## config.mk

```make
export PLATFORM = sky130hd
export DESIGN_NAME = ssm_telegram_map
export DESIGN_NICKNAME = d
export VERILOG_FILES = /design/src/logic/ssm_pkg.sv /design/src/logic/ssm_out_decode.sv /design/src/logic/ssm_telegram_map.sv
export SDC_FILE = /design/constraint.sdc
export NUM_CORES = 1
export LEC_CHECK = 0
export BUFFER_PORTS_ARGS = -buffer_cell sky130_fd_sc_hd__buf_4
export CORE_MARGIN = 2
export CORE_UTILIZATION = 50
export CTS_CLUSTER_SIZE = 28
export DETAILED_ROUTE_END_ITERATION = 7
export PLACE_DENSITY_LB_ADDON = 0.08
export RECOVER_POWER = 25
export REMOVE_ABC_BUFFERS = 1
export SYNTH_ARGS = -nofsm -noshare
export SYNTH_HDL_FRONTEND = slang
export SYNTH_HIERARCHICAL = 1
export SYNTH_SLANG_ARGS = --single-unit
```

## constraint.sdc

```tcl
create_clock -name hclk -period 2.84 [get_ports hclk]
set_input_delay 0.852 -clock hclk [delete_from_list [all_inputs] [get_ports hclk]]
set_output_delay 0.852 -clock hclk [all_outputs]
set_load 0.1 [all_outputs]
```

## src/logic/ssm_pkg.sv

```systemverilog
// Shared constants and carriers for the safe signal telegram block.
// Assumes a 32-bit AHB-Lite register bus and a fieldbus side on the same clock.
package ssm_pkg;

    // ==========================================================
    // register byte offsets
    localparam logic [7:0] SSM_OFS_CTRL = 8'h00;
    localparam logic [7:0] SSM_OFS_TX_STATUS = 8'h04;
    localparam logic [7:0] SSM_OFS_TX_CRC = 8'h08;
    localparam logic [7:0] SSM_OFS_RX_STATUS = 8'h0c;
    localparam logic [7:0] SSM_OFS_RX_CRC = 8'h10;
    localparam logic [7:0] SSM_OFS_SEL = 8'h14;
    localparam logic [7:0] SSM_OFS_FIELDS = 8'h18;
    localparam logic [7:0] SSM_OFS_IRQ_STAT = 8'h1c;
    localparam logic [7:0] SSM_OFS_IRQ_MASK = 8'h20;
    localparam logic [7:0] SSM_OFS_IDENT = 8'h24;

    // ==========================================================
    // field positions
    localparam int SSM_CTRL_MODE_LSB = 0;
    localparam int SSM_CTRL_AUTO_BIT = 2;
    localparam int SSM_CTRL_SEND_BIT = 3;
    localparam int SSM_SEL_GRP2_LSB = 8;
    localparam int SSM_SEL_RST_WF_BIT = 16;
    localparam int SSM_SEL_RST_PF_BIT = 17;
    localparam int SSM_SEL_MODE_OK_BIT = 18;
    localparam int SSM_FSEL_W = 5;

    // interrupt event bits
    localparam int SSM_EV_RX = 0;
    localparam int SSM_EV_TX = 1;
    localparam int SSM_EV_SEL = 2;
    localparam int SSM_EV_RESTART = 3;
    localparam int SSM_EV_BAD_MODE = 4;
    localparam int SSM_EV_N = 5;

    // ==========================================================
    // reset values
    localparam logic [7:0] SSM_RST_TX_STATUS = 8'h00;
    localparam logic [23:0] SSM_RST_TX_CRC = 24'h000000;
    localparam logic [SSM_EV_N-1:0] SSM_RST_IRQ_MASK = 5'h00;
    // identity word, value is arbitrary
    localparam logic [31:0] SSM_IDENT_VALUE = 32'h5353_0001;

    // ==========================================================
    // function modes and bus states
    typedef enum logic [1:0] {
        SSM_MODE_PAIRS_5_10 = 2'b00,
        SSM_MODE_PAIRS_100 = 2'b01,
        SSM_MODE_MULTI_CFG = 2'b10,
        SSM_MODE_TWO_FUNC = 2'b11
    } ssm_mode_t;

    typedef enum logic [0:0] {
        SSM_BUS_IDLE = 1'b0,
        SSM_BUS_RD = 1'b1
    } ssm_bus_st_t;

    // ==========================================================
    // telegrams, byte 0 in the low bits
    typedef struct packed {
        logic [7:0] crc_byte_low;
        logic [7:0] crc_byte_mid;
        logic [7:0] crc_byte_high;
        logic [7:0] status;
        logic [7:0] rsv_b2;
        logic [7:0] func_b;
        logic [7:0] func_a;
    } ssm_in_tlg_t;

    typedef struct packed {
        logic [7:0] crc_byte_low;
        logic [7:0] crc_byte_mid;
        logic [7:0] crc_byte_high;
        logic [7:0] status;
        logic [7:0] rsv_b6;
        logic [5:0][7:0] mode_bytes;
    } ssm_out_tlg_t;

    typedef struct packed {
        logic [SSM_FSEL_W-1:0] grp1;
        logic [SSM_FSEL_W-1:0] grp2;
        logic rst_wf_a;
        logic rst_pf_a;
        logic mode_ok;
    } ssm_sel_t;

endpackage

```

## src/logic/ssm_out_decode.sv

```systemverilog
// Mode-dependent decoder of the output telegram.
// Pure combinational; the caller registers the result.
`timescale 1ns/100ps
module ssm_out_decode (
    input wire ssm_pkg::ssm_out_tlg_t tlg,
    input wire ssm_pkg::ssm_mode_t mode,
    output ssm_pkg::ssm_sel_t sel
);
    import ssm_pkg::*;

    // ==========================================================
    // mode decode
    wire is_5_10 = (mode == SSM_MODE_PAIRS_5_10);
    wire is_100 = (mode == SSM_MODE_PAIRS_100);
    // only low five bits are taken; bits 5..7, bytes 1, 3, 5, 6 ignored
    wire [SSM_FSEL_W-1:0] b0_sel = tlg.mode_bytes[0][SSM_FSEL_W-1:0]; // RULE_07
    wire [SSM_FSEL_W-1:0] b2_sel = tlg.mode_bytes[2][SSM_FSEL_W-1:0];

    // group 2 exists only with 100 field pairs
    assign sel.grp1 = b0_sel; // RULE_08
    assign sel.grp2 = is_100 ? b2_sel : 5'h00; // RULE_11
    assign sel.rst_wf_a = tlg.mode_bytes[4][0]; // RULE_09
    assign sel.rst_pf_a = tlg.mode_bytes[4][1]; // RULE_09
    // two-function and multi-config layouts are not handled here
    assign sel.mode_ok = is_5_10 | is_100; // RULE_10

endmodule // ssm_out_decode

```

## src/logic/ssm_telegram_map.sv

```systemverilog
// Safe signal telegram map: builds the input telegram, decodes the
// output telegram, AHB-Lite register slave and interrupt.
// Assumes the fieldbus side and the scanner core run on hclk.
//
// Functional notes
// RULE_01: byte 0 bit 0 is warning field A free
// RULE_02: byte 0 bit 1 is protective field A free
// RULE_03: byte 1 bit 0 is warning field B free
// RULE_04: byte 1 bit 1 is protective field B free
// RULE_05: field selection comes only from output telegram
// RULE_06: restart released only by telegram start bits
// RULE_07: bytes 0-5 per mode, byte 6 reserved
// RULE_08: 5/10 mode: byte 0 selects F1-F5
// RULE_09: byte 4 bits 0/1 request restarts
// RULE_10: 100 mode: byte 0 selects group 1
// RULE_11: 100 mode: byte 2 selects group 2
// RULE_12: status then CRC high, mid, low end telegram
// RULE_13: reserved sent as zero, ignored on receive
`timescale 1ns/100ps
module ssm_telegram_map (
    input wire logic hclk,
    input wire logic hresetn,
    input wire logic hsel,
    input wire logic [31:0] haddr,
    input wire logic [1:0] htrans,
    input wire logic hwrite,
    input wire logic [2:0] hsize,
    input wire logic [31:0] hwdata,
    input wire logic hready,
    output logic [31:0] hrdata,
    output logic hreadyout,
    output logic hresp,
    input wire logic warn_field_free_a,
    input wire logic prot_field_free_a,
    input wire logic warn_field_free_b,
    input wire logic prot_field_free_b,
    input wire ssm_pkg::ssm_out_tlg_t tlg_out,
    input wire logic tlg_out_valid,
    output ssm_pkg::ssm_in_tlg_t tlg_in,
    output logic tlg_in_valid,
    output logic [ssm_pkg::SSM_FSEL_W-1:0] field_sel_grp1,
    output logic [ssm_pkg::SSM_FSEL_W-1:0] field_sel_grp2,
    output logic restart_wf_a,
    output logic restart_pf_a,
    output logic irq
);
    import ssm_pkg::*;

    // ==========================================================
    // register hit decode, shared by read and write paths
    function automatic logic hit(input logic [7:0] a, input logic [7:0] ofs);
        hit = (a[7:2] == ofs[7:2]);
    endfunction

    // ==========================================================
    // state
    ssm_bus_st_t bus_st_r;
    ssm_bus_st_t bus_st_nxt;
    logic [7:0] ph_addr_r;
    logic ph_write_r;
    logic [31:0] hrdata_r;
    logic hreadyout_r;
    logic hresp_r;
    logic [1:0] mode_r;
    logic auto_r;
    logic [7:0] tx_status_r;
    logic [23:0] tx_crc_r;
    logic [7:0] rx_status_r;
    logic [23:0] rx_crc_r;
    logic [SSM_EV_N-1:0] irq_stat_r;
    logic [SSM_EV_N-1:0] irq_stat_nxt;
    logic [SSM_EV_N-1:0] irq_mask_r;
    logic irq_r;
    ssm_in_tlg_t tlg_in_r;
    ssm_in_tlg_t tlg_in_nxt;
    logic tlg_in_valid_r;
    logic [SSM_FSEL_W-1:0] grp1_r;
    logic [SSM_FSEL_W-1:0] grp2_r;
    logic rst_wf_r;
    logic rst_pf_r;
    logic mode_ok_r;
    ssm_sel_t dec;

    // ==========================================================
    // bus address phase and write strobes
    wire addr_ok = hsel & htrans[1] & hready;
    wire rd_start = addr_ok & ~hwrite;
    wire wr_en = ph_write_r;
    wire wr_ctrl = wr_en & hit(ph_addr_r, SSM_OFS_CTRL);
    wire wr_tx_st = wr_en & hit(ph_addr_r, SSM_OFS_TX_STATUS);
    wire wr_tx_crc = wr_en & hit(ph_addr_r, SSM_OFS_TX_CRC);
    wire wr_irq_st = wr_en & hit(ph_addr_r, SSM_OFS_IRQ_STAT);
    wire wr_irq_mk = wr_en & hit(ph_addr_r, SSM_OFS_IRQ_MASK);

    // ==========================================================
    // read mux, unmapped offsets read zero
    wire [31:0] sel_word = {13'h0000, mode_ok_r, rst_pf_r, rst_wf_r,
                            3'h0, grp2_r, 3'h0, grp1_r};
    wire [31:0] rd_mux =
        hit(ph_addr_r, SSM_OFS_CTRL) ? {29'h00000000, auto_r, mode_r} :
        hit(ph_addr_r, SSM_OFS_TX_STATUS) ? {24'h000000, tx_status_r} :
        hit(ph_addr_r, SSM_OFS_TX_CRC) ? {8'h00, tx_crc_r} :
        hit(ph_addr_r, SSM_OFS_RX_STATUS) ? {24'h000000, rx_status_r} :
        hit(ph_addr_r, SSM_OFS_RX_CRC) ? {8'h00, rx_crc_r} :
        hit(ph_addr_r, SSM_OFS_SEL) ? sel_word :
        hit(ph_addr_r, SSM_OFS_FIELDS) ? {28'h0000000, prot_field_free_b,
            warn_field_free_b, prot_field_free_a, warn_field_free_a} :
        hit(ph_addr_r, SSM_OFS_IRQ_STAT) ? {27'h0000000, irq_stat_r} :
        hit(ph_addr_r, SSM_OFS_IRQ_MASK) ? {27'h0000000, irq_mask_r} :
        hit(ph_addr_r, SSM_OFS_IDENT) ? SSM_IDENT_VALUE :
        32'h00000000;

    // reads take one wait state so hrdata can come from a flop
    always_comb begin
        bus_st_nxt = bus_st_r;
        case (bus_st_r)
            SSM_BUS_IDLE: begin
                if (rd_start) begin
                    bus_st_nxt = SSM_BUS_RD;
                end
            end
            SSM_BUS_RD: begin
                bus_st_nxt = SSM_BUS_IDLE;
            end
            default: begin
                bus_st_nxt = SSM_BUS_IDLE;
            end
        endcase
    end

    // bus phase registers
    always_ff @(posedge hclk or negedge hresetn) begin
        if (!hresetn) begin
            bus_st_r <= SSM_BUS_IDLE;
            ph_addr_r <= 8'h00;
            ph_write_r <= 1'b0;
            hreadyout_r <= 1'b1;
            hrdata_r <= 32'h00000000;
            hresp_r <= 1'b0;
        end else begin
            bus_st_r <= bus_st_nxt;
            ph_write_r <= addr_ok & hwrite;
            hreadyout_r <= ~rd_start;
            hresp_r <= 1'b0; // always OKAY
            if (addr_ok) begin
                ph_addr_r <= haddr[7:0];
            end
            if (bus_st_r == SSM_BUS_RD) begin
                hrdata_r <= rd_mux;
            end
        end
    end

    // ==========================================================
    // software control registers
    always_ff @(posedge hclk or negedge hresetn) begin
        if (!hresetn) begin
            mode_r <= SSM_MODE_PAIRS_5_10;
            auto_r <= 1'b0;
            tx_status_r <= SSM_RST_TX_STATUS;
            tx_crc_r <= SSM_RST_TX_CRC;
            irq_mask_r <= SSM_RST_IRQ_MASK;
        end else begin
            if (wr_ctrl) begin
                mode_r <= hwdata[SSM_CTRL_MODE_LSB +: 2];
                auto_r <= hwdata[SSM_CTRL_AUTO_BIT];
            end
            if (wr_tx_st) begin
                tx_status_r <= hwdata[7:0];
            end
            if (wr_tx_crc) begin
                tx_crc_r <= hwdata[23:0];
            end
            if (wr_irq_mk) begin
                irq_mask_r <= hwdata[SSM_EV_N-1:0];
            end
        end
    end

    // ==========================================================
    // input telegram assembly
    wire send_now = (wr_ctrl & hwdata[SSM_CTRL_SEND_BIT]) | (auto_r & tlg_out_valid);

    // reserved bits are built as zero, never copied from anywhere
    always_comb begin
        tlg_in_nxt = '0; // RULE_13
        tlg_in_nxt.func_a[0] = warn_field_free_a; // RULE_01
        tlg_in_nxt.func_a[1] = prot_field_free_a; // RULE_02
        tlg_in_nxt.func_b[0] = warn_field_free_b; // RULE_03
        tlg_in_nxt.func_b[1] = prot_field_free_b; // RULE_04
        tlg_in_nxt.status = tx_status_r; // RULE_12
        tlg_in_nxt.crc_byte_high = tx_crc_r[23:16]; // RULE_12
        tlg_in_nxt.crc_byte_mid = tx_crc_r[15:8];
        tlg_in_nxt.crc_byte_low = tx_crc_r[7:0];
    end

    // telegram is frozen between sends so the CRC stays consistent
    always_ff @(posedge hclk or negedge hresetn) begin
        if (!hresetn) begin
            tlg_in_r <= '0;
            tlg_in_valid_r <= 1'b0;
        end else begin
            tlg_in_valid_r <= send_now;
            if (send_now) begin
                tlg_in_r <= tlg_in_nxt;
            end
        end
    end

    // ==========================================================
    // output telegram decode
    ssm_out_decode u_dec (
        .tlg(tlg_out),
        .mode(ssm_mode_t'(mode_r)),
        .sel(dec)
    );

    // selection only moves on a received telegram in a known mode
    wire take = tlg_out_valid & dec.mode_ok; // RULE_05
    wire sel_change = take & ((dec.grp1 != grp1_r) | (dec.grp2 != grp2_r));
    wire rst_rise = take & ((dec.rst_wf_a & ~rst_wf_r) | (dec.rst_pf_a & ~rst_pf_r));

    always_ff @(posedge hclk or negedge hresetn) begin
        if (!hresetn) begin
            grp1_r <= 5'h00;
            grp2_r <= 5'h00;
            rst_wf_r <= 1'b0;
            rst_pf_r <= 1'b0;
            mode_ok_r <= 1'b0;
            rx_status_r <= 8'h00;
            rx_crc_r <= 24'h000000;
        end else begin
            if (tlg_out_valid) begin
                mode_ok_r <= dec.mode_ok;
                rx_status_r <= tlg_out.status; // RULE_12
                rx_crc_r <= {tlg_out.crc_byte_high, tlg_out.crc_byte_mid,
                             tlg_out.crc_byte_low};
            end
            if (take) begin
                grp1_r <= dec.grp1; // RULE_05
                grp2_r <= dec.grp2;
                rst_wf_r <= dec.rst_wf_a; // RULE_06
                rst_pf_r <= dec.rst_pf_a; // RULE_06
            end
        end
    end

    // ==========================================================
    // interrupt: sticky events, set wins over write-one-clear
    wire [SSM_EV_N-1:0] ev = {tlg_out_valid & ~dec.mode_ok, rst_rise, sel_change,
                              send_now, tlg_out_valid};
    wire [SSM_EV_N-1:0] clr = wr_irq_st ? hwdata[SSM_EV_N-1:0] : 5'h00;

    always_comb begin
        irq_stat_nxt = (irq_stat_r & ~clr) | ev;
    end

    always_ff @(posedge hclk or negedge hresetn) begin
        if (!hresetn) begin
            irq_stat_r <= 5'h00;
            irq_r <= 1'b0;
        end else begin
            irq_stat_r <= irq_stat_nxt;
            irq_r <= |(irq_stat_nxt & irq_mask_r);
        end
    end

    // ==========================================================
    // outputs
    assign hrdata = hrdata_r;
    assign hreadyout = hreadyout_r;
    assign hresp = hresp_r;
    assign tlg_in = tlg_in_r;
    assign tlg_in_valid = tlg_in_valid_r;
    assign field_sel_grp1 = grp1_r;
    assign field_sel_grp2 = grp2_r;
    assign restart_wf_a = rst_wf_r;
    assign restart_pf_a = rst_pf_r;
    assign irq = irq_r;

    // ==========================================================
    // assertions
    a_wf_free_a: assert property (@(posedge hclk) disable iff (!hresetn) // RULE_01
        tlg_in_valid |-> tlg_in.func_a[0] == $past(warn_field_free_a))
        else $error("warning field A bit wrong");
    a_pf_free_a: assert property (@(posedge hclk) disable iff (!hresetn) // RULE_02
        tlg_in_valid |-> tlg_in.func_a[1] == $past(prot_field_free_a))
        else $error("protective field A bit wrong");
    a_wf_free_b: assert property (@(posedge hclk) disable iff (!hresetn) // RULE_03
        tlg_in_valid |-> tlg_in.func_b[0] == $past(warn_field_free_b))
        else $error("warning field B bit wrong");
    a_pf_free_b: assert property (@(posedge hclk) disable iff (!hresetn) // RULE_04
        tlg_in_valid |-> tlg_in.func_b[1] == $past(prot_field_free_b))
        else $error("protective field B bit wrong");
    a_sel_hold: assert property (@(posedge hclk) disable iff (!hresetn) // RULE_05
        !tlg_out_valid |=> $stable(field_sel_grp1) && $stable(field_sel_grp2))
        else $error("selection moved without telegram");
    a_restart_src: assert property (@(posedge hclk) disable iff (!hresetn) // RULE_06
        $rose(restart_wf_a) |-> $past(tlg_out_valid) && $past(tlg_out.mode_bytes[4][0]))
        else $error("restart released without request bit");
    a_bad_mode: assert property (@(posedge hclk) disable iff (!hresetn) // RULE_07
        tlg_out_valid && mode_r[1] |=> $stable(field_sel_grp1) && irq_stat_r[SSM_EV_BAD_MODE])
        else $error("unknown mode telegram not ignored");
    a_grp1_5_10: assert property (@(posedge hclk) disable iff (!hresetn) // RULE_08
        tlg_out_valid && mode_r == SSM_MODE_PAIRS_5_10 |=>
        field_sel_grp1 == $past(tlg_out.mode_bytes[0][4:0]) && field_sel_grp2 == 5'h00)
        else $error("5/10 selection wrong");
    a_restart_pf: assert property (@(posedge hclk) disable iff (!hresetn) // RULE_09
        tlg_out_valid && !mode_r[1] |=> restart_pf_a == $past(tlg_out.mode_bytes[4][1]))
        else $error("protective restart bit wrong");
    a_grp1_100: assert property (@(posedge hclk) disable iff (!hresetn) // RULE_10
        tlg_out_valid && mode_r == SSM_MODE_PAIRS_100 |=>
        field_sel_grp1 == $past(tlg_out.mode_bytes[0][4:0]))
        else $error("group 1 selection wrong");
    a_grp2_100: assert property (@(posedge hclk) disable iff (!hresetn) // RULE_11
        tlg_out_valid && mode_r == SSM_MODE_PAIRS_100 |=>
        field_sel_grp2 == $past(tlg_out.mode_bytes[2][4:0]))
        else $error("group 2 selection wrong");
    a_crc_order: assert property (@(posedge hclk) disable iff (!hresetn) // RULE_12
        tlg_in_valid |-> {tlg_in.status, tlg_in.crc_byte_high, tlg_in.crc_byte_mid,
        tlg_in.crc_byte_low} == $past({tx_status_r, tx_crc_r}))
        else $error("status or crc bytes misplaced");
    a_rsv_zero: assert property (@(posedge hclk) disable iff (!hresetn) // RULE_13
        tlg_in_valid |-> tlg_in.func_a[7:2] == 6'h00 && tlg_in.func_b[7:2] == 6'h00
        && tlg_in.rsv_b2 == 8'h00)
        else $error("reserved bits not zero");

    // bus timing, sticky events and send strobe; reads cost one wait state
    a_read_wait: assert property (@(posedge hclk) disable iff (!hresetn)
        rd_start |=> !hreadyout ##1 hreadyout)
        else $error("read wait state wrong");
    a_write_nowait: assert property (@(posedge hclk) disable iff (!hresetn)
        addr_ok && hwrite |=> hreadyout && !hresp)
        else $error("write not zero wait or not okay");
    a_event_set: assert property (@(posedge hclk) disable iff (!hresetn)
        (|ev) |=> (irq_stat_r & $past(ev)) == $past(ev))
        else $error("event lost against clear");
    a_irq_level: assert property (@(posedge hclk) disable iff (!hresetn)
        irq == |(irq_stat_r & $past(irq_mask_r)))
        else $error("irq level wrong");
    a_send_pulse: assert property (@(posedge hclk) disable iff (!hresetn) // RULE_12
        tlg_in_valid == $past(send_now))
        else $error("send strobe wrong");

endmodule // ssm_telegram_map
```

### Word level (Yosys, flattened, before mapping)

Cells that the tools add are included.

* bitwise logic cells: 31
* reduce and logical (&&, ||, !) cells: 3
* eq/ne operators: 12
* multiplexer cells: 14

Operator list (number)
* $mux W31: 10
* $eq A6 B3 Y1 const B: 4
* $and A1 B1 Y1: 17
* $eq A6 B2 Y1 const B: 2
* $eq A6 B4 Y1 const B: 2
* $and A5 B5 Y5: 2
* $mux W5: 2
* $ne A5 B5 Y1: 2
* $eq A6 B1 Y1 const B: 1
* $logic_not A6 Y1: 1
* $not A1 Y1: 6
* $not A5 Y5: 1
* $or A5 B5 Y5: 1
* $reduce_or A5 Y1: 1
* $or A1 B1 Y1: 4
* $eq A2 B1 Y1 const B: 1
* $logic_not A2 Y1: 1
* $pmux W1 S2: 1
* $mux W1: 1

* output and inout bits: 104
* input bits: 167
* logic and storage cells: 86
* register bits after elaboration: 171

### Logic depth before layout (Yosys ltp)

* depth in word-level cells: 11
* mapped depth: 7

### Cells and area by module

The synthesis kept the hierarchy.

Modules (own cells, without submodules)
* ssm_telegram_map: cells each 537, area each 7273.2 µm², times used 1, seq. area each 4055.1 µm²
* ssm_out_decode: cells each 13, area each 100.1 µm², times used 1, seq. area each 0.0 µm²

### Worst setup path after synthesis

No wires, ideal clock.

* path kind: flip-flop to output port
* from: register hrdata[28] (netlist name)
* to: output port hrdata[25]
* slack: 0.618 ns
* stages on the path, launching flop included: 2
* path buffers: 1
* data required time: 1.988 ns
* arrival: 1.370 ns
* cell sequence: dfrtp_1 buf_4

RTL lines
* to (decl): RTL line ssm_telegram_map.sv:30 `output logic [31:0] hrdata,`

### Final worst setup path

* from: register ph_addr_r[7]
* to: register hrdata_r[17] (netlist: hrdata[17])

* longest elaborated chain between the ends: 11

Ends and longest elaborated chain
* from (decl): RTL line ssm_telegram_map.sv:59 `logic [7:0] ph_addr_r;`
* from (signal assigned): RTL line ssm_telegram_map.sv:146 `ph_addr_r <= haddr[7:0];`
* $eq A6 B4 Y1: RTL line ssm_telegram_map.sv:52 `hit = (a[7:2] == ofs[7:2]);`
* $mux W31: RTL line ssm_telegram_map.sv:110 `hit(ph_addr_r, SSM_OFS_IDENT) ? SSM_IDENT_VALUE :`
* $mux W31: RTL line ssm_telegram_map.sv:109 `hit(ph_addr_r, SSM_OFS_IRQ_MASK) ? {27'h0000000, irq_mask_r} :`
* $mux W31: RTL line ssm_telegram_map.sv:108 `hit(ph_addr_r, SSM_OFS_IRQ_STAT) ? {27'h0000000, irq_stat_r} :`
* $mux W31: RTL line ssm_telegram_map.sv:106 `hit(ph_addr_r, SSM_OFS_FIELDS) ? {28'h0000000, prot_field_free_b,`
* $mux W31: RTL line ssm_telegram_map.sv:105 `hit(ph_addr_r, SSM_OFS_SEL) ? sel_word :`
* $mux W31: RTL line ssm_telegram_map.sv:104 `hit(ph_addr_r, SSM_OFS_RX_CRC) ? {8'h00, rx_crc_r} :`
* $mux W31: RTL line ssm_telegram_map.sv:103 `hit(ph_addr_r, SSM_OFS_RX_STATUS) ? {24'h000000, rx_status_r} :`
* $mux W31: RTL line ssm_telegram_map.sv:102 `hit(ph_addr_r, SSM_OFS_TX_CRC) ? {8'h00, tx_crc_r} :`
* $mux W31: RTL line ssm_telegram_map.sv:101 `hit(ph_addr_r, SSM_OFS_TX_STATUS) ? {24'h000000, tx_status_r} :`
* $mux W31 *: RTL line ssm_telegram_map.sv:100 `hit(ph_addr_r, SSM_OFS_CTRL) ? {29'h00000000, auto_r, mode_r} :`
* to (signal assigned): RTL line ssm_telegram_map.sv:149 `hrdata_r <= rd_mux;`
* to (decl): RTL line ssm_telegram_map.sv:61 `logic [31:0] hrdata_r;`

Every way passes the cells marked *; elsewhere a longest branch is shown, timed or not.
A chain may end at the register's enable or synchronous reset.

==> out/metrics.cfg <==
[detailed_routing]
routed-via-count=5056
vias_per_cell=5.574
wirelength_mm=18.34
drt_iter0_drc=378
wl_per_cell_um=20.22
drc=0
first_pass_iters=7
ant_nets=0

[synthesis]
synth_compound_area_share_pct=8.858
ys_ff_latch=162
syn_avg_cell_area_um2=13.41
syn_area_mm2=0.007373
synth_top_area_cell=dfrtp_1
synth.top_cell.area_share_pct=54.64
synth_xor_area_share_pct=1.188
synthAdderAreaFrac_pct=0
yosys_warnings=6
synthSimpleGateAreaFrac_pct=5.328
ys_types=55
synth.area.top_cells=dfrtp_1, mux2_2, mux2_4
async_flop_share_pct=100.0
synth-main-ff-cell=dfrtp_1
syn_inst=550
seq_area_frac_synth_pct=55.00
synth_top_family_by_area=multiplexers
synthMuxAreaShare_pct=21.92
synth_edf_count=0

[global_route]
gr-total-overflow=0
first_global_vias=5217
grt_max_degree=61
grt_pass1_wl_mm=28.65
grt_use_total_pct=23.78
antenna_found_initial=0

[cts]
cts-buffers-inserted=17
hold_buffers=0
path_clk_slew_ps=60
clock-root-buffer=clkbuf_16
cts_resized=0
tritoncts=built
postCtsSetupBuffers=0
clock_latency_ps=430
cts.path.max_buffers=2
cts.sinks=162
htreeDepth=4

[floorplanning]
die_x_um=125.4
ios=271
rows=44
initial_core_util_pct=50.92
die_area_mm2=0.01573
fp.dieH_um=125.4
core-area_mm2=0.01448

[layout]
antennaDiodeCount=0
drive_above_1_share_pct=47.86
final_cells=907
nets=877
syn_to_final_growth_pct=25.54

[power]
p_leak_nw=4.247
powerDensity_mw_per_mm2=931.9
max-vdd-ir-drop_uv=507.6

[timing]
slew_headroom_pct=13.94
rsz0062_at_grt=false
finalCritPeriodShare_pct=86.96
setup_ws_ps=370.4
hold_violations=0
fin_crit_ps=2470
max_freq_ghz=0.4049
worstMarginPinSlew_ps=1291
maxSlewViolCount=0
fin_skew_ps=9.663
final-setup-viol-count=0

[worst_hold_path]
min_from=rx_crc_r[17]$_DFFE_PN0P_
hold_path_depth=1
min_to=rx_crc_r[17]$_DFFE_PN0P_
hold_path.class=reg -> reg

[critical_path]
arrival_ps=2810
criticalPathCategory=reg -> reg
r2r_cells=6
crit_path_start_kind=flop
worst_ep_required_time_ps=3180
rrSetupSlack_ps=370
r2r-end=hrdata[17]$_DFFE_PN0P_
critPathMaxFanout=12
reg2reg_from=ph_addr_r[7]$_DFFE_PN0P_
endpoint_kind=flop

[status]
status=complete, no violations

[place]
place_ws_ps=345.2
io_buffer_count=163
dp.cells=875
gp_congestion=0.8393
place_hpwl_mm=12.75

[flow_run]
maxCapViolations=0

[logic make-up (layout without fill, tap and decap cells)]
family	after synthesis	count (layout)
DFF	162	162
muxes	134	134
xor gates and xnor gates	10	10
AOI/OAI and AO/OA	85	85
other	1	25
and+or+nand+nor	67	67
buffers and inverters	91	240
[cells in the mapped netlist, drive strengths merged (2+ instances only)]
| master | number |
|---|---|
| a221oi | 2 |
| nand2b | 3 |
| a211oi | 7 |
| o311a | 2 |
| a21oi | 6 |
| a22o | 4 |
| a22oi | 9 |
| nand4 | 5 |
| nand2 | 13 |
| clkbuf | 12 |
| a31oi | 4 |
| buf | 51 |
| nor2 | 16 |
| mux2 | 133 |
| a21o | 3 |
| xnor2 | 8 |
| and3b | 5 |
| a2bb2oi | 4 |
| inv | 28 |
| a222oi | 10 |
| xor2 | 2 |
| o21ai | 3 |
| dfrtp | 161 |
| nor2b | 2 |
| nor3 | 10 |
| nor4 | 3 |
| o22ai | 23 |
| nand3 | 3 |
[worst max path at each step]
stage / startpoint / to
2_1_floorplan: ph_addr_r[7]$_DFFE_PN0P_ / tlg_in[1]$_DFFE_PN0P_
3_3_place_gp: tlg_out[20] / irq$_DFF_PN0_
3_5_place_dp: tlg_out[20] / irq$_DFF_PN0_
4_1_cts: ph_addr_r[7]$_DFFE_PN0P_ / hrdata[17]$_DFFE_PN0P_
5_1_grt: ph_addr_r[5]$_DFFE_PN0P_ / hrdata[17]$_DFFE_PN0P_
6_report: ph_addr_r[7]$_DFFE_PN0P_ / hrdata[17]$_DFFE_PN0P_
[placed cells by master (no fill, tap or decap), types with 3 or more instances in the layout]
cell type,n
and3b_1,5
a222oi_1,10
a211oi_1,7
a22oi_1,9
clkinvlp_4,3
a31oi_1,4
a22o_1,4
dfrtp_1,161
nand2_1,12
nor3_1,8
a21oi_1,6
mux2_2,99
mux2_1,5
conb_1,25
inv_1,28
clkbuf_16,17
nand2b_1,3
nand3_1,3
bufinv_16,4
o22ai_1,23
xnor2_1,8
a21o_1,3
nand4_1,5
a2bb2oi_1,4
buf_12,3
buf_4,173
mux2_4,29
nor4_1,3
nor2_1,15
[per-stage QoR]
| stage | util [%] | instance area, um^2 | hold WS [ps] | power, W | TNS (ps) |
|---|---|---|---|---|---|
| 6_report | 63.93 | 9256 | 508.0 | 0.008626 | 0 |
| 5_1_grt | 63.93 | 9256 | 513.3 | 0.008923 | 0 |
| 4_1_cts | 64.09 | 9279 | 367.7 | 0.008677 | 0 |
| 3_5_place_dp | 59.70 | 8643 | 494.7 | 0.006220 | 0 |
| 3_3_place_gp | 59.70 | 8643 | 479.3 | 0.006172 | 0 |
| 2_1_floorplan | - | 7004 | 464.4 | 0.005411 | -28140 |
[cell type report]
type | instances | area [um^2]
Tap cell | 184 | 230.2
Multi-Input combinational cell | 321 | 2848
Fill cell | 1129 | 5223
Inverter | 28 | 105.1
Sequential cell | 162 | 4055
Clock buffer | 20 | 456.7
Clock inverter | 12 | 178.9
Timing Repair Buffer | 180 | 1383
[state kept, by name (all words and copies together), names as in the netlist, 2 cells and up]
name,count
tx_crc_r,24
field_sel_grp1,5
rx_crc_r,24
tlg_in,36
irq_mask_r,5
hrdata,25
field_sel_grp2,5
ph_addr_r,6
rx_status_r,8
mode_r,2
irq_stat_r,5
tx_status_r,8
[critical path: stages, from the launching register on]
cell       delay [ps]
dfrtp_1           430
or4b_1            780
nor3_4            470
buf_4             310
a211oi_1           80
a2bb2oi_1         190
o22ai_1           130
[report_power, final]
part | internal (W) | leakage, nW | total (W) | switching, W
Combinational | 0.000857 | 2.02 | 0.00319 | 0.00234
Sequential | 0.00268 | 1.93 | 0.00298 | 0.000307
Clock | 0.00152 | 0.303 | 0.00245 | 0.000928
Total | 0.00505 | 4.25 | 0.00863 | 0.00357
[layer usage]
layer,global-route usage [%],vias up,part of all wire [%],wire [um]
met2,37.65,190,48,8730
met3,6.119,24,5.9,1087
li1,-,2251,-,-
met4,7.647,0,1.5,275
met5,0,-,0,0
met1,32.34,2591,45,8249
Note: power is estimated with default switching activity, not from simulation.
